$ cat src/hdl/ats_seq_cfg.svh
// Constants for the transfer switch sequencer: offsets, resets, timing
`ifndef ATS_SEQ_CFG_SVH
`define ATS_SEQ_CFG_SVH
// Register byte offsets
`define OFS_CTRL      8'h00
`define OFS_SENSE     8'h04
`define OFS_DLY_A     8'h08
`define OFS_DLY_B     8'h0c
`define OFS_STATUS    8'h10
// Reset values
`define RST_CTRL      32'h0000_0070
`define RST_SENSE     32'h0a_69_5a_5a
`define RST_DLY_A     32'h05_0a_05_03
`define RST_DLY_B     32'h0078_012c
// Field positions
`define F_MODE_LO     0
`define F_EXT_START   2
`define F_ONE_PHASE   3
`define F_EN_LO       4
`define F_START_LO    0
`define F_XFER_LO     8
`define F_OV_LO       16
`define F_FR_LO       24
`define F_RETX_LO     0
`define F_STOP_LO     16
// Setting limits, percent and seconds
`define UV_PICK_MIN   85
`define UV_PICK_MAX   100
`define UV_DROP_MIN   75
`define UV_DROP_MAX   98
`define OV_LIM_MIN    105
`define OV_LIM_MAX    135
`define OV_PICK_GAP   5
`define FR_BAND_MIN   5
`define FR_BAND_MAX   20
`define FR_DROP_WIDE  5
`define OV_DLY_MAX_S  120
`define FR_DLY_MAX_S  15
`define START_MAX_S   15
`define START_EXT_S   90
`define XFER_MAX_S    120
`define RETX_MAX_S    1800
`define STOP_MAX_S    600
// Timing
`define CLK_PERIOD_NS 8
`define TICK_NS       100000000
`define TICK_CYC      (`TICK_NS / `CLK_PERIOD_NS)
`define TICKS_PER_S   (1000000000 / `TICK_NS)
`define UV_DROP_MS    500
`define UV_DROP_TICKS (`UV_DROP_MS * 1000000 / `TICK_NS)
`endif

$ cat src/hdl/ats_seq_pkg.sv
// Types shared by the transfer switch sequencer
package ats_seq_pkg;
  typedef enum logic [1:0] {
    MODE_UTIL_GEN  = 2'h0,
    MODE_UTIL_UTIL = 2'h1,
    MODE_GEN_GEN   = 2'h2
  } mode_t;

  typedef enum logic [5:0] {
    ST_NORMAL = 6'h01,
    ST_START  = 6'h02,
    ST_XFER   = 6'h04,
    ST_ALT    = 6'h08,
    ST_RETX   = 6'h10,
    ST_STOP   = 6'h20
  } state_t;

  // Comparator flags for one source from the analog front end
  typedef struct packed {
    logic [2:0] uv_above_pick;
    logic [2:0] uv_below_drop;
    logic       ov_below_pick;
    logic       ov_over;
    logic       fr_in_pick;
    logic       fr_out_drop;
  } sense_t;

  typedef struct packed {
    logic src1_av;
    logic src2_av;
    logic gen_run;
    logic stop_timing;
    logic retx_timing;
    logic retx_done;
    logic xfer_timing;
    logic xfer_done;
  } lamp_t;

  // Trip points handed back to the analog front end, in percent
  typedef struct packed {
    logic [7:0] uv_pick;
    logic [7:0] uv_drop;
    logic [7:0] ov_limit;
    logic [7:0] ov_pick;
    logic [7:0] fr_pick;
    logic [7:0] fr_drop;
  } thresh_t;
endpackage : ats_seq_pkg

$ cat src/hdl/ats_seq.sv
// Transfer switch sequencer: source qualification, delays, lamps, APB
`timescale 1ns/1ps
`include "ats_seq_cfg.svh"
// Overview of operation
// RL1 - Available latches on only when all enabled pickup conditions hold
// RL2 - Available drops only after a dropout condition outlasts its delay
// RL3 - Pickup needs every phase above; dropout starts on any phase below
// RL4 - Undervoltage dropout delay is fixed at half a second
// RL5 - Undervoltage pickup 85-100 percent, dropout 75-98 percent of pickup
// RL6 - Overvoltage limit 105-135 percent, pickup 5 below, delay 0-120 s
// RL7 - Frequency pickup band 5-20 percent, dropout band 5 percent wider
// RL8 - Frequency dropout delay adjustable from 0 to 15 s
// RL9 - Source one loss runs start delay 0-15 s, then generator start
// RL10 - Extended start delay option reaches 90 s
// RL11 - Utility-to-utility uses no start and no stop delay
// RL12 - Source two available runs transfer delay 0-120 s, then transfer
// RL13 - With both available, act for preferred source
// RL14 - Source one return runs retransfer delay 0-30 min, then retransfer
// RL15 - Retransfer starts stop delay 0-10 min, then generator stops
// RL16 - Stop lamp lit while timing; expiry clears stop and run lamps
// RL17 - Retransfer lamp lit while timing; expiry lights retransfer complete
// RL18 - Transfer lamp lit while timing; expiry lights transfer complete
// RL19 - Generator run lamp lit while generator run is commanded
// RL20 - Each source lamp follows that source's available indication
// RL21 - Generator pair mode gives separate start outputs per generator
// RL22 - Start, available, transfer, retransfer, backup failure exported
// RL23 - Open transfer inhibit makes source two unavailable
// RL24 - Instant retransfer skips the retransfer delay
// RL25 - Delays count ticks of a clock-derived time base
// RL26 - Reset clears timers, commands and available indications
module ats_seq #(
  parameter int TICK_CYCLES = `TICK_CYC
) (
  // Clock and reset
  input  wire logic                      pclk,
  input  wire logic                      presetn,
  // APB slave
  input  wire logic                      psel,
  input  wire logic                      penable,
  input  wire logic                      pwrite,
  input  wire logic [7:0]                paddr,
  input  wire logic [31:0]               pwdata,
  output logic      [31:0]               prdata,
  output logic                           pready,
  output logic                           pslverr,
  // Source sensors and panel inputs, asynchronous
  input  wire ats_seq_pkg::sense_t [1:0] sense_in,
  input  wire logic                      inhibit_open,
  input  wire logic                      instant_retx,
  input  wire logic                      pref_sel,
  // Generator, transfer relays, option modules
  output logic      [1:0]                gen_start,
  output logic                           xfer_cmd,
  output logic                           retx_cmd,
  output logic                           backup_fail,
  output logic      [1:0]                src_avail,
  output ats_seq_pkg::lamp_t             lamps,
  output ats_seq_pkg::thresh_t           thresh
);
  localparam int TW = 16;

  function automatic logic [7:0] clamp8(input logic [7:0] v,
                                        input int lo, input int hi);
    if (int'(v) < lo) clamp8 = 8'(lo);
    else if (int'(v) > hi) clamp8 = 8'(hi);
    else clamp8 = v;
  endfunction : clamp8

  function automatic logic [TW-1:0] secs(input logic [10:0] s);
    secs = TW'(int'(s) * `TICKS_PER_S);
  endfunction : secs

  logic [31:0] ctrl, sense_cfg, dly_a, dly_b;
  ats_seq_pkg::sense_t [1:0] sense_m, sense_s;
  logic [2:0] pin_m, pin_s;
  logic [31:0] tick_cnt;
  logic tick;
  logic [1:0] avail, pick_ok, drop_exp;
  logic [TW-1:0] dcnt [2][3];
  logic [2:0] dcond_all [2];
  logic [TW-1:0] dlim [3];
  ats_seq_pkg::state_t state, next_state;
  logic [TW-1:0] seq_cnt, seq_lim;
  logic seq_exp, gen_run, xfer_done, retx_done;
  logic pref, nrm_av, alt_av, src2_ok;
  ats_seq_pkg::mode_t mode;
  logic [2:0] ph_mask;
  logic wr, rd_hit;

  assign mode = ats_seq_pkg::mode_t'(ctrl[`F_MODE_LO +: 2]);
  assign ph_mask = ctrl[`F_ONE_PHASE] ? 3'h1 : 3'h7;

  // Two flops on every sensor and panel pin before any logic reads it
  always_ff @(posedge pclk or negedge presetn) begin
    if (!presetn) begin
      sense_m <= '0;
      sense_s <= '0;
      pin_m   <= 3'h0;
      pin_s   <= 3'h0;
    end else begin
      sense_m <= sense_in;
      sense_s <= sense_m;
      pin_m   <= {pref_sel, instant_retx, inhibit_open};
      pin_s   <= pin_m;
    end
  end

  // RL25 time base tick
  always_ff @(posedge pclk or negedge presetn) begin
    if (!presetn) tick_cnt <= 32'h0;
    else if (tick) tick_cnt <= 32'h0;
    else tick_cnt <= tick_cnt + 32'h1;
  end
  assign tick = (tick_cnt >= 32'(TICK_CYCLES - 1));

  // RL4 fixed undervoltage delay, RL6 RL8 adjustable delays
  assign dlim[0] = TW'(`UV_DROP_TICKS);
  assign dlim[1] = secs({3'h0, dly_a[`F_OV_LO +: 8]});
  assign dlim[2] = secs({3'h0, dly_a[`F_FR_LO +: 8]});

  always_comb begin
    for (int s = 0; s < 2; s++) begin
      // RL3 all phases for pickup, any phase for dropout
      dcond_all[s][0] = ctrl[`F_EN_LO] &
                        (|(sense_s[s].uv_below_drop & ph_mask));
      dcond_all[s][1] = ctrl[`F_EN_LO+1] & sense_s[s].ov_over;
      dcond_all[s][2] = ctrl[`F_EN_LO+2] & sense_s[s].fr_out_drop;
      pick_ok[s] =
        (!ctrl[`F_EN_LO] |
         (&(sense_s[s].uv_above_pick | ~ph_mask))) &
        (!ctrl[`F_EN_LO+1] | sense_s[s].ov_below_pick) &
        (!ctrl[`F_EN_LO+2] | sense_s[s].fr_in_pick);
      drop_exp[s] = 1'b0;
      for (int c = 0; c < 3; c++) begin
        if (dcond_all[s][c] && dcnt[s][c] >= dlim[c]) drop_exp[s] = 1'b1;
      end
    end
  end

  // RL2 dropout persistence counters, cleared when the condition clears
  always_ff @(posedge pclk or negedge presetn) begin
    if (!presetn) begin
      for (int s = 0; s < 2; s++)
        for (int c = 0; c < 3; c++) dcnt[s][c] <= '0;
    end else begin
      for (int s = 0; s < 2; s++)
        for (int c = 0; c < 3; c++)
          if (!dcond_all[s][c]) dcnt[s][c] <= '0;
          else if (tick && dcnt[s][c] != '1)
            dcnt[s][c] <= dcnt[s][c] + TW'(1);
    end
  end

  // RL1 latch on pickup, RL2 release on expired dropout, RL26 reset off
  always_ff @(posedge pclk or negedge presetn) begin
    if (!presetn) avail <= 2'h0;
    else begin
      for (int s = 0; s < 2; s++) begin
        if (avail[s] && drop_exp[s]) avail[s] <= 1'b0;
        else if (!avail[s] && pick_ok[s] && !drop_exp[s]) avail[s] <= 1'b1;
      end
    end
  end

  // RL23 inhibit hides source two
  assign src2_ok = avail[1] & !pin_s[0];
  // RL13 preferred source choice
  assign pref   = (mode == ats_seq_pkg::MODE_UTIL_GEN) ? 1'b0 : pin_s[2];
  assign nrm_av = pref ? src2_ok : avail[0];
  assign alt_av = pref ? avail[0] : src2_ok;

  // Delay for the running sequence step
  always_comb begin
    seq_lim = '0;
    case (state)
      // RL9 RL10 start delay, RL11 none between utilities
      ats_seq_pkg::ST_START: begin
        if (mode != ats_seq_pkg::MODE_UTIL_UTIL)
          seq_lim = secs({3'h0, dly_a[`F_START_LO +: 8]});
      end
      // RL12 transfer delay
      ats_seq_pkg::ST_XFER: seq_lim = secs({3'h0, dly_a[`F_XFER_LO +: 8]});
      // RL14 retransfer delay
      ats_seq_pkg::ST_RETX: seq_lim = secs(dly_b[`F_RETX_LO +: 11]);
      // RL15 stop delay, RL11 none between utilities
      ats_seq_pkg::ST_STOP: begin
        if (mode != ats_seq_pkg::MODE_UTIL_UTIL)
          seq_lim = secs({1'b0, dly_b[`F_STOP_LO +: 10]});
      end
      default: seq_lim = '0;
    endcase
  end
  assign seq_exp = (seq_cnt >= seq_lim);

  always_comb begin
    next_state = state;
    case (state)
      ats_seq_pkg::ST_NORMAL: if (!nrm_av) next_state = ats_seq_pkg::ST_START;
      // RL9 abort on return, start generator on expiry
      ats_seq_pkg::ST_START: begin
        if (nrm_av) next_state = ats_seq_pkg::ST_NORMAL;
        else if (seq_exp) next_state = ats_seq_pkg::ST_XFER;
      end
      ats_seq_pkg::ST_XFER: begin
        if (nrm_av) next_state = ats_seq_pkg::ST_STOP;
        else if (alt_av && seq_exp) next_state = ats_seq_pkg::ST_ALT;
      end
      ats_seq_pkg::ST_ALT: if (nrm_av) next_state = ats_seq_pkg::ST_RETX;
      // RL24 instant retransfer; a failed backup also skips the wait
      ats_seq_pkg::ST_RETX: begin
        if (!nrm_av) next_state = ats_seq_pkg::ST_ALT;
        else if (seq_exp || pin_s[1] || !alt_av)
          next_state = ats_seq_pkg::ST_STOP;
      end
      ats_seq_pkg::ST_STOP: begin
        if (!nrm_av) next_state = ats_seq_pkg::ST_XFER;
        else if (seq_exp) next_state = ats_seq_pkg::ST_NORMAL;
      end
      default: next_state = ats_seq_pkg::ST_NORMAL;
    endcase
  end

  // RL26 sequence timer and state clear on reset
  always_ff @(posedge pclk or negedge presetn) begin
    if (!presetn) begin
      state   <= ats_seq_pkg::ST_NORMAL;
      seq_cnt <= '0;
    end else begin
      state <= next_state;
      // Timer restarts on each state change and holds at zero in transfer while the alternate source is down
      if (next_state != state) seq_cnt <= '0;
      else if (state == ats_seq_pkg::ST_XFER && !alt_av) seq_cnt <= '0;
      else if (tick && seq_cnt != '1) seq_cnt <= seq_cnt + TW'(1);
    end
  end

  // RL18 lamp latches at transfer delay expiry, RL17 lamp whenever retransfer moves on to stop
  always_ff @(posedge pclk or negedge presetn) begin
    if (!presetn) begin
      xfer_done <= 1'b0;
      retx_done <= 1'b0;
    end else if (next_state == ats_seq_pkg::ST_ALT &&
                 state == ats_seq_pkg::ST_XFER) begin
      xfer_done <= 1'b1;
      retx_done <= 1'b0;
    end else if (next_state == ats_seq_pkg::ST_STOP &&
                 state == ats_seq_pkg::ST_RETX) begin
      xfer_done <= 1'b0;
      retx_done <= 1'b1;
    end
  end

  assign gen_run = (state == ats_seq_pkg::ST_XFER) ||
                   (state == ats_seq_pkg::ST_ALT)  ||
                   (state == ats_seq_pkg::ST_RETX) ||
                   (state == ats_seq_pkg::ST_STOP);

  // Outputs are one flop behind the state they show
  always_ff @(posedge pclk or negedge presetn) begin
    if (!presetn) begin
      gen_start   <= 2'h0;
      xfer_cmd    <= 1'b0;
      retx_cmd    <= 1'b0;
      backup_fail <= 1'b0;
      src_avail   <= 2'h0;
      lamps       <= '0;
    end else begin
      // RL21 per-generator start in generator pair mode
      if (mode == ats_seq_pkg::MODE_GEN_GEN)
        gen_start <= gen_run ? (pref ? 2'h1 : 2'h2) : 2'h0;
      else
        gen_start <= {1'b0, gen_run};
      // RL22 exported status for option modules
      xfer_cmd    <= xfer_done;
      retx_cmd    <= retx_done;
      backup_fail <= gen_run && !alt_av;
      src_avail   <= {src2_ok, avail[0]};
      // RL20 source lamps
      lamps.src1_av <= avail[0];
      lamps.src2_av <= src2_ok;
      // RL19 run lamp, RL16 stop timing lamp
      lamps.gen_run     <= gen_run;
      lamps.stop_timing <= (state == ats_seq_pkg::ST_STOP);
      lamps.retx_timing <= (state == ats_seq_pkg::ST_RETX);
      lamps.retx_done   <= retx_done;
      lamps.xfer_timing <= (state == ats_seq_pkg::ST_XFER) && alt_av;
      lamps.xfer_done   <= xfer_done;
    end
  end

  // RL5 RL6 RL7 trip points handed to the front end
  always_ff @(posedge pclk or negedge presetn) begin
    if (!presetn) thresh <= '0;
    else begin
      thresh.uv_pick  <= sense_cfg[7:0];
      thresh.uv_drop  <= sense_cfg[15:8];
      thresh.ov_limit <= sense_cfg[23:16];
      thresh.ov_pick  <= sense_cfg[23:16] - 8'(`OV_PICK_GAP);
      thresh.fr_pick  <= sense_cfg[31:24];
      thresh.fr_drop  <= sense_cfg[31:24] + 8'(`FR_DROP_WIDE);
    end
  end

  // APB: zero wait states, settings clamped into range on write
  assign wr     = psel & penable & pwrite;
  assign pready = 1'b1;
  assign rd_hit = (paddr == `OFS_CTRL) || (paddr == `OFS_SENSE) ||
                  (paddr == `OFS_DLY_A) || (paddr == `OFS_DLY_B) ||
                  (paddr == `OFS_STATUS);
  assign pslverr = psel & penable & !rd_hit;

  always_ff @(posedge pclk or negedge presetn) begin
    if (!presetn) begin
      ctrl      <= `RST_CTRL;
      sense_cfg <= `RST_SENSE;
      dly_a     <= `RST_DLY_A;
      dly_b     <= `RST_DLY_B;
    end else if (wr) begin
      case (paddr)
        `OFS_CTRL: ctrl <= {25'h0, pwdata[6:0]};
        // RL5 RL6 RL7 setting ranges
        `OFS_SENSE: sense_cfg <= {
          clamp8(pwdata[31:24], `FR_BAND_MIN, `FR_BAND_MAX),
          clamp8(pwdata[23:16], `OV_LIM_MIN, `OV_LIM_MAX),
          clamp8(pwdata[15:8], `UV_DROP_MIN, `UV_DROP_MAX),
          clamp8(pwdata[7:0], `UV_PICK_MIN, `UV_PICK_MAX)};
        // RL8 RL9 RL10 RL12 delay ranges
        `OFS_DLY_A: dly_a <= {
          clamp8(pwdata[31:24], 0, `FR_DLY_MAX_S),
          clamp8(pwdata[23:16], 0, `OV_DLY_MAX_S),
          clamp8(pwdata[15:8], 0, `XFER_MAX_S),
          clamp8(pwdata[7:0], 0,
                 ctrl[`F_EXT_START] ? `START_EXT_S : `START_MAX_S)};
        // RL14 RL15 delay ranges
        `OFS_DLY_B: dly_b <= {
          6'h0, (int'(pwdata[25:16]) > `STOP_MAX_S) ?
                10'(`STOP_MAX_S) : pwdata[25:16],
          5'h0, (int'(pwdata[10:0]) > `RETX_MAX_S) ?
                11'(`RETX_MAX_S) : pwdata[10:0]};
        default: ;
      endcase
    end
  end

  always_ff @(posedge pclk or negedge presetn) begin
    if (!presetn) prdata <= 32'h0;
    else if (psel && !penable && !pwrite) begin
      case (paddr)
        `OFS_CTRL:   prdata <= ctrl;
        `OFS_SENSE:  prdata <= sense_cfg;
        `OFS_DLY_A:  prdata <= dly_a;
        `OFS_DLY_B:  prdata <= dly_b;
        `OFS_STATUS: prdata <= {15'h0, state, lamps, src2_ok, avail};
        default:     prdata <= 32'h0;
      endcase
    end
  end

  a_avail_pickup: assert property (@(posedge pclk) disable iff (!presetn)
    $rose(avail[0]) |-> $past(pick_ok[0])) // RL1
    else $error("source one latched without pickup");
  a_avail_hold: assert property (@(posedge pclk) disable iff (!presetn)
    $fell(avail[1]) |-> $past(drop_exp[1])) // RL2
    else $error("source two dropped before its delay");
  a_uv_fixed: assert property (@(posedge pclk) disable iff (!presetn)
    dcond_all[0][0] && dcnt[0][0] < 16'h0005 |-> !drop_exp[0] ||
    dcond_all[0][1] || dcond_all[0][2]) // RL4
    else $error("undervoltage dropout before half a second");
  a_start_abort: assert property (@(posedge pclk) disable iff (!presetn)
    state == ats_seq_pkg::ST_START && nrm_av
    |=> state == ats_seq_pkg::ST_NORMAL && seq_cnt == '0) // RL9
    else $error("start delay not reset by source return");
  a_uu_no_delay: assert property (@(posedge pclk) disable iff (!presetn)
    state == ats_seq_pkg::ST_START && !nrm_av &&
    mode == ats_seq_pkg::MODE_UTIL_UTIL
    |=> state == ats_seq_pkg::ST_XFER) // RL11
    else $error("start delay applied between utilities");
  a_xfer_done: assert property (@(posedge pclk) disable iff (!presetn)
    $rose(xfer_done) |-> $past(state == ats_seq_pkg::ST_XFER && seq_exp)
    ##1 lamps.xfer_done && !lamps.xfer_timing) // RL18
    else $error("transfer complete without expiry");
  a_instant_retx: assert property (@(posedge pclk) disable iff (!presetn)
    state == ats_seq_pkg::ST_RETX && nrm_av && pin_s[1]
    |=> state == ats_seq_pkg::ST_STOP ##1 lamps.retx_done) // RL24
    else $error("instant retransfer did not skip delay");
  a_stop_lamps: assert property (@(posedge pclk) disable iff (!presetn)
    state == ats_seq_pkg::ST_STOP && next_state == ats_seq_pkg::ST_NORMAL
    |=> ##1 !lamps.gen_run && !lamps.stop_timing && gen_start == 2'h0)
    // RL16
    else $error("stop expiry left run indication on");
  a_inhibit: assert property (@(posedge pclk) disable iff (!presetn)
    pin_s[0] |=> !lamps.src2_av) // RL23
    else $error("source two shown available while inhibited");
  a_run_lamp: assert property (@(posedge pclk) disable iff (!presetn)
    lamps.gen_run == (gen_start != 2'h0)) // RL19
    else $error("run lamp disagrees with start output");
endmodule : ats_seq

$ cat config.mk
export PLATFORM = sky130hd
export DESIGN_NAME = ats_seq
export DESIGN_NICKNAME = d
export VERILOG_FILES = /design/src/hdl/ats_seq_pkg.sv /design/src/hdl/ats_seq.sv
export VERILOG_INCLUDE_DIRS = /design/src /design/src/hdl
export SDC_FILE = /design/constraint.sdc
export NUM_CORES = 1
export LEC_CHECK = 0
export ABC_AREA = 1
export BUFFER_PORTS_ARGS = -buffer_cell sky130_fd_sc_hd__buf_2
export CORE_UTILIZATION = 40
export CTS_BUF_LIST = sky130_fd_sc_hd__clkbuf_4
export CTS_CLUSTER_DIAMETER = 60
export DETAILED_ROUTE_END_ITERATION = 16
export GPL_TIMING_DRIVEN = 0
export SYNTH_ARGS = -nofsm -noshare
export SYNTH_HDL_FRONTEND = slang
export SYNTH_SLANG_ARGS = --single-unit
$ cat constraint.sdc
create_clock -name pclk -period 10.1 [get_ports pclk]
set_input_delay 2.525 -clock pclk [delete_from_list [all_inputs] [get_ports pclk]]
set_output_delay 2.525 -clock pclk [all_outputs]
set_load 0.02 [all_outputs]
-- After elaboration in Yosys (flattened, before gate mapping)
Cells that the tools add are included.
- register bits: 385
- input bits: 68
- output and inout bits: 97
- logic and storage cells: 281
- add/subtract/negate cells: 10
- $mul: 6
- magnitude comparators: 22
- equality and inequality tests: 28
- multiplexer cells: 67
- bitwise logic cells: 25
- reduce and logical (&&, ||, !) cells: 62
- operator list (operator ; count):
    $mux W16 ; 15
    $pmux W32 S5 ; 1
    $add A16 B1 Y16 const B ; 7
    $ne A16 B16 Y1 const B ; 7
    $mux W8 ; 12
    $ge A16 B12 Y1 ; 4
    $pmux W16 S4 ; 1
    $mux W6 ; 10
    $mul A8 B3 Y11 const B ; 4
    $pmux W6 S6 ; 1
    $add A32 B1 Y32 const B ; 1
    $ge A16 B3 Y1 const B ; 2
    $ge A32 B24 Y1 const B ; 1
    $gt A8 B7 Y1 const B ; 4
    $mux W32 ; 1
    $logic_and A1 B1 Y1 ; 27
    $lt A8 B7 Y1 const B ; 3
    $mux W1 ; 17
    $eq A8 B4 Y1 const B ; 2
    $ge A16 B16 Y1 ; 1
    $and A1 B1 Y1 ; 14
    $mul A11 B3 Y14 const B ; 1
    $mux W14 ; 1
    $ne A2 B1 Y1 const B ; 7
    other kinds (39) ; 76

-- Depth between registers and ports, before layout
Gate-level depths: netlist of run 1.
- depth after elaboration: 13
- gate-level depth with buffers: 33
- depth with buffers taken out: 32

-- Least setup slack after synthesis of run 1
Ideal clock, no wire load.
- path kind: input -> output
- from: in paddr[1]
- to: out pslverr
- data arrival time: 3.931 ns
- required time: 7.575 ns
- setup slack: 3.644 ns
- stages: 7
- path buffers: 1
- cells stage by stage: nor2_1 > inv_1 > nor3_1 > nand3_1 > clkbuf_1 > nand4_1 > nor4_1
- longest elaborated chain between the ends: 7
- ends and longest elaborated chain (what ; line ; text):
    from (decl) ; ats_seq.sv:41 ; input wire logic [7:0] paddr,
    $eq A8 B3 Y1 / $logic_not A8 Y1 (equally long branches) ; n/a ;
    $logic_or A1 B1 Y1 (3 in series) ; ats_seq.sv:307 ; assign rd_hit = (paddr == `OFS_CTRL) || (paddr == `OFS_SENSE) ||
    $logic_or A1 B1 Y1 (*) ; ats_seq.sv:307 ;
    $logic_not A1 Y1 (*) ; ats_seq.sv:310 ; assign pslverr = psel & penable & !rd_hit;
    $and A1 B1 Y1 (*) ; ats_seq.sv:310 ;
    to (decl) ; ats_seq.sv:45 ; output logic pslverr,
Every way passes the cells marked *; elsewhere a longest branch is shown, timed or not.

-- Worst setup path after layout of run 1
Same ends and word-level chain as after synthesis.

==> reports/metrics.csv, run 1 <==
metric,value,unit
areaGrowthSynthToFinish,14.92,%
synth_area,0.02120,mm²
synth_compound_area_frac,0.1288,
seq_area_frac_synth,0.4542,
setup_violations,0,
holdWs,0.3406,ns
max_stage_delay,0.47,ns
r2r_start,dly_b[3],
seqCellArea,0.009627,mm²
cp.arrival,4.59,ns
worst-setup-path-type,in2out,
pin_count,165,
muxShareOfSynthArea,0,
synth_top_family_by_area,simple AND/OR/NAND/NOR gates,
worst_r2r_endpoint,seq_cnt[6],
die_area,0.05391,mm²
fin_crit,7.116,ns
synth-edff-count,0,
synth-seq-cells,383,
htree_levels,3,
drv_cap,0,
cts_tree,yes,
max-slew-margin-rel,0.2504,
fin_cells,3589,
synth-main-ff-cell,dfrtp_1,
rsz0062_at_grt,no,
skew,0.05247,ns
postCtsSetupRepairBufs,0,
io_buffers,163,
finalSetupTns,0,ns
cts_resized,0,
ant_nets,0,
cts_hold_buf,0,
grt_usage,0.2383,
grt_pass1_vias,18430,
antenna_found_initial,4,
postSynthCellCount,2536,
ys_warn_count,0,
fp-row-count,83,
max_clock_freq,140.5,MHz
hpwl,48860,µm
synth_cell_type_count,60,
path_max_fanout,10,
num-fill-cells,5029,
ir_drop,0.07376,mV
outcome,"complete, no violations",
hp-start,pin_m[1],
worst_pin_slew,1.124,ns
p_per_area,138.3,mW/mm²
critical_path.startpoint,paddr[1],
drc,0,
crit_required,7.58,ns
finalHoldViolCount,0,
die_h,232.2,µm
via_count,18910,
die_w,232.2,µm
fin_nets,3048,
wirelength,63500,µm
placed_area,0.02298,mm²
dp_cells,3389,
cp_num_buf_inv,4,
cts_sinks,383,
rrSetupSlack,5.20,ns
gr-total-overflow,0,
core-area,0.05182,mm²
grt_max_degree,125,
power.leakage,11.74,nW
power.total,3.370,mW
crit_top_cell,buf_2,
reg2reg_depth,33,
layout-drive-gt1-share,0.1409,
cp-endpoint,pslverr,
cts_buffers,105,
worstSetupStartpointType,input pin,
dr.pass1.iters,5,
worstSkewPairLatency,0.89,ns
synth-xor-area-share,0.03058,
end_kind,output pin,
synth_adder_area_share,0.09894,
maxSlewViolCount,0,
wl_per_cell,17.69,µm
clockBufferDepth,3,
design_area,0.02436,mm²
grt_pass1_wl,99900,µm
critPathTopFamily,simple AND/OR/NAND/NOR gates,
synthArstFlopShare,1.000,
hold_class,reg2reg,
timing.final.crit_share,0.7045,
syn_avg_cell_area,8.358,µm²
path_cells,buf_2 -> nor2_1 -> inv_1 -> nor3_1 -> nand3_1 -> clkbuf_1 -> nand4_1 -> nor4_1 -> buf_2,
cpMaxStageDelayCell,clkbuf_1,
multi_input_area,0.009930,mm²
start_util,0.4090,
path_depth,9,
viasPerCell,5.269,
clkTransAtPathRegs,0.07,ns
drt_iter0_drc,1223,
synth_simple_gate_area_share,0.2086,
root_buffer,clkbuf_4,
place_congestion,0.9297,
## where the power goes
group,switching [mW],total (mW),internal [mW]
clock,0.694,1.42,0.730
sequential,0.0247,1.60,1.57
combinational,0.234,0.349,0.115
## worst reg2reg max path: cells and delay by family (launching register included)
kind / cells / cell delay [ns]
simple gates: 24 / 2.22
buf+inv: 2 / 0.28
compound gates: 3 / 0.52
fa+ha+maj: 4 / 1.20
flops: 1 / 0.58
## state kept, by name, summed over array words and instances, names as in the netlist, 6 cells and up
register   count
lamps          7
dcnt          96
thresh        48
prdata        32
dly_b         21
seq_cnt       16
sense_cfg     32
tick_cnt      32
ctrl           7
sense_m       20
state          6
dly_a         32
sense_s       20
## worst min path at each step
stage                 endpoint  depth (start not counted)
CTS                 thresh[39]                          0
global placement    sense_s[4]                          0
detailed placement  sense_s[4]                          0
finish                pin_s[1]                          0
global route        sense_s[5]                          0
floorplan             pin_s[0]                          0
## synthesized netlist by cell type (7+ instances only)
library cell / n / area, µm²
dfrtp_1: 349 / 8733
a31oi_1: 11 / 68.82
o31ai_1: 20 / 150.1
xnor2_1: 11 / 96.34
nor4_1: 30 / 187.7
dfstp_2: 34 / 893.4
xor2_1: 63 / 551.8
nor2_1: 208 / 780.8
nor2_4: 10 / 112.6
nand2_1: 475 / 1783
nand3_1: 132 / 660.6
o22ai_1: 42 / 262.8
or2_2: 7 / 43.79
nor3_1: 59 / 295.3
clkbuf_1: 36 / 135.1
o21ai_1: 9 / 45.04
buf_2: 8 / 40.04
a221oi_1: 11 / 96.34
a21oi_1: 133 / 665.6
inv_1: 370 / 1389
ha_1: 158 / 1977
nand4_1: 54 / 337.8
o21ai_0: 202 / 1011
a211oi_1: 7 / 52.55
## stage by stage
stage                     setup slack (ns)  utilization
final                                2.984       0.4700
after floorplan                      3.644            -
after CTS                            3.053       0.4698
after global placement              -1.065       0.4417
after detailed placement             3.056       0.4435
after global routing                 2.825       0.4700
## final cells by class
cell class	instances	share of cell area
inverter	380	0.05856
multi-input combinational	1728	0.4076
tap	680	0.03493
clock inverter	53	0.01248
buffer	52	0.009811
sequential	383	0.3952
timing repair buffer	166	0.03729
antenna	6	0.0006164
clock buffer	141	0.04346
## layer usage
metal | vias to the layer above | GRT usage | part of all wire
li1 | 9122 | - | -
met5 | - | 0 | 0
met2 | 561 | 0.3784 | 0.47
met1 | 9110 | 0.3212 | 0.45
met4 | 0 | 0.09272 | 0.030
met3 | 116 | 0.04273 | 0.057
## kinds of logic (layout without fill, tap and decap cells)
family	count (synthesis)	count (layout)
adders and majority gates	164	164
buffers and inverters	432	792
AOI/OAI and AO/OA	480	480
and+or+nand+nor	1001	1001
DFF	383	383
xor gates and xnor gates	74	74
other	2	15
## layout by cell type, fill, tap and decap left out, drive strengths merged, types with 11 or more instances in the layout
cell | synthesis | routed
a21oi | 134 | 134
a221oi | 11 | 11
a31oi | 11 | 11
buf | 16 | 182
clkbuf | 36 | 177
clkinv | 5 | 52
dfrtp | 349 | 349
dfstp | 34 | 34
ha | 158 | 158
inv | 375 | 375
nand2 | 476 | 476
nand3 | 135 | 135
nand4 | 55 | 55
nor2 | 224 | 224
nor3 | 63 | 63
nor4 | 30 | 30
o21ai | 211 | 211
o22ai | 42 | 42
o31ai | 20 | 20
xnor2 | 11 | 11
xor2 | 63 | 63
No activity file was read; power rests on OpenSTA's default activity.
==> run 2, diff against run 1 <==
--- a/config.mk
+++ b/config.mk
@@ -6,7 +6,7 @@
 export SDC_FILE = /design/constraint.sdc
 export NUM_CORES = 1
 export LEC_CHECK = 0
-export ABC_AREA = 1
+export ABC_AREA = 0
 export BUFFER_PORTS_ARGS = -buffer_cell sky130_fd_sc_hd__buf_2
 export CORE_UTILIZATION = 40
 export CTS_BUF_LIST = sky130_fd_sc_hd__clkbuf_4
==> constraint.sdc (replaced) <==
create_clock -name pclk -period 6.04 [get_ports pclk]
set_input_delay 1.51 -clock pclk [delete_from_list [all_inputs] [get_ports pclk]]
set_output_delay 1.51 -clock pclk [all_outputs]
set_load 0.02 [all_outputs]
==> reports/metrics.csv, run 2 <==
metric,value,unit
rsz0062_at_grt,no,
worst-setup-path-type,reg2reg,
grt_usage,0.2209,
outcome,"complete, no violations",
synthArstFlopShare,1.000,
io_buffers,162,
fin_crit,5.591,ns
synth_common_cells,"dfrtp_1, nor2_1, nand2_1",
gr-total-overflow,0,
cts_hold_buf,0,
placed_area,0.02215,mm²
max-slew-margin-rel,0.2615,
antenna_found_initial,6,
reg.largest.list,"dcnt (96), thresh (48)",
worstSkewPairLatency,0.87,ns
final_cell_mix,"dfrtp_1, nor2_1, buf_2",
regMostFlops,dcnt,
dr.pass1.iters,8,
htree_levels,3,
design_area,0.02350,mm²
end_kind,flop,
finish.utilization,0.4684,
hold_class,reg2reg,
p_int,4.062,mW
synth_top_area_cell,dfrtp_1,
worst_pin_slew,1.099,ns
cts_resized,0,
wirelength,56630,µm
synth_area,0.02038,mm²
grt_pass1_vias,16380,
num-fill-cells,4838,
cp.arrival,6.38,ns
largest_reg_flops,96,
fin_nets,2530,
grt_pass1_wl,90960,µm
pwr-share-clk,0.421,
worstSetupStartpointType,flop,
cts_buffers,103,
p_per_area,237.4,mW/mm²
ys_warn_count,0,
drv_cap,0,
switching_share,0.2718,
fp-row-count,82,
crit_required,6.82,ns
seq_area_frac_synth,0.4724,
finalHoldViolCount,0,
setup_violations,0,
skew,0.04452,ns
synth.most_common_cell,dfrtp_1,
ir_drop,0.2063,mV
pwr-share-comb,0.091,
synth-seq-cells,383,
hpwl,42050,µm
p_sw,1.516,mW
reg2reg_depth,19,
postSynthCellCount,2021,
viasPerCell,5.438,
die_w,227.7,µm
drc,0,
via_count,16620,
path_max_fanout,10,
seq_power_share,0.488,
fin_cells,3056,
layout_commonest_cell,dfrtp_1,
power.total,5.578,mW
synth_top_area_frac,0.4286,
rrSetupSlack,0.45,ns
die_h,227.7,µm
max_clock_freq,178.9,MHz
grt_max_degree,125,
syn_avg_cell_area,10.08,µm²
die_area,0.05185,mm²
ant_nets,0,
cts_tree,yes,
synth-edff-count,0,
pin_count,165,
timing.final.crit_share,0.9257,
power.leakage,11.00,nW
drt_iter0_drc,1281,
synthTopCellsByArea,"dfrtp_1, ha_1, nor2_1, dfstp_2, xnor2_1",
dp_cells,2865,
areaGrowthSynthToFinish,15.31,%
postCtsSetupRepairBufs,0,
clkTransAtPathRegs,0.07,ns
start_util,0.4062,
synth_cell_type_count,85,
maxSlewViolCount,0,
core-area,0.05017,mm²
root_buffer,clkbuf_4,
wl_per_cell,18.53,µm
synth-main-ff-cell,dfrtp_1,
layout-drive-gt1-share,0.1788,
hold_depth,0,
cts_sinks,383,
clockBufferDepth,3,
place_congestion,0.9123,
-- run 2: cell count changes after synthesis, moves of 32 or more --
cell and delta:
o21ai_0 -116, inv_1 -297, a21oi_1 -45, nand2_1 -313
nand3_1 -83, nor2_1 +51, o22ai_1 -32, xnor2_1 +80
-- run 2: worst max-delay path, cell delays in order, from the launching register on --
cell       delay (ns)
dfstp_2          0.59
ha_1             0.25
ha_1             0.23
fa_1             0.41
a21o_1           0.18
a21oi_1          0.21
o21bai_1         0.10
a21oi_1          0.22
xor2_1           0.46
o22ai_1          0.14
a221oi_1         0.27
ha_1             0.31
nand2_1          0.07
nor3_1           0.05
a211oi_1         0.52
nand3_1          0.43
a2111oi_2        0.42
nand4_2          0.29
buf_6            0.24
nor2_1           0.10
-- run 2: metal layers --
metal / part of all wire / track usage
met5: 0.00053 / 0
met4: 0.022 / 0.06883
met3: 0.071 / 0.05200
met2: 0.44 / 0.3352
met1: 0.46 / 0.3111
-- run 2: worst paths after layout --
path	startpoint	end
max in group asynchronous	presetn	ctrl[1]
min in group asynchronous	presetn	dcnt[61]
setup reg to reg	dly_b[19]	seq_cnt[10]
hold reg to reg	pin_m[2]	pin_s[2]
hold / removal	pin_m[2]	pin_s[2]
setup / recovery	dly_b[19]	seq_cnt[10]
-- run 2: power by group through the flow --
stage	clock network [mW]	logic, mW	registers [mW]
after global placement	0	0.493	2.77
final	2.35	0.509	2.72
after CTS	2.42	0.513	2.72
after detailed placement	0	0.511	2.77
after floorplan	0	0.268	2.78
after global routing	2.57	0.570	2.73
-- run 2: cell type report --
type                       instances  area [µm²]  area share
multi-input combinational       1496       10160      0.4325
sequential                       383        9627      0.4097
clock buffer                     159        1194     0.05080
timing repair buffer             165       903.4     0.03845
tap                              672       840.8     0.03578
buffer                            76       340.3     0.01448
inverter                          73       274.0     0.01166
clock inverter                    25       138.9    0.005911
antenna                            7       17.52   0.0007455
-- run 2: logic make-up (layout without fill, tap and decap cells) --
logic type                 Yosys count  count (layout)  synth area share
AOI/OAI and AO/OA                  403             403            0.1347
xor gates and xnor gates           164             164           0.07049
adders and majority gates          164             164            0.1029
buffers and inverters              149             498           0.03015
DFF                                383             383            0.4724
muxes                               37              37           0.01928
other                                2              16         0.0003686
and+or+nand+nor                    719             719            0.1697
-- run 2: stage by stage --
step	TNS [ns]	hold slack, ns	worst slack (ns)
after floorplan	0	0.3312	1.317
after global placement	-1450.90	0.3345	-4.045
after detailed placement	0	0.3347	0.5324
after CTS	0	0.3460	0.4914
after global routing	0	0.3550	0.01560
final	0	0.3378	0.4490
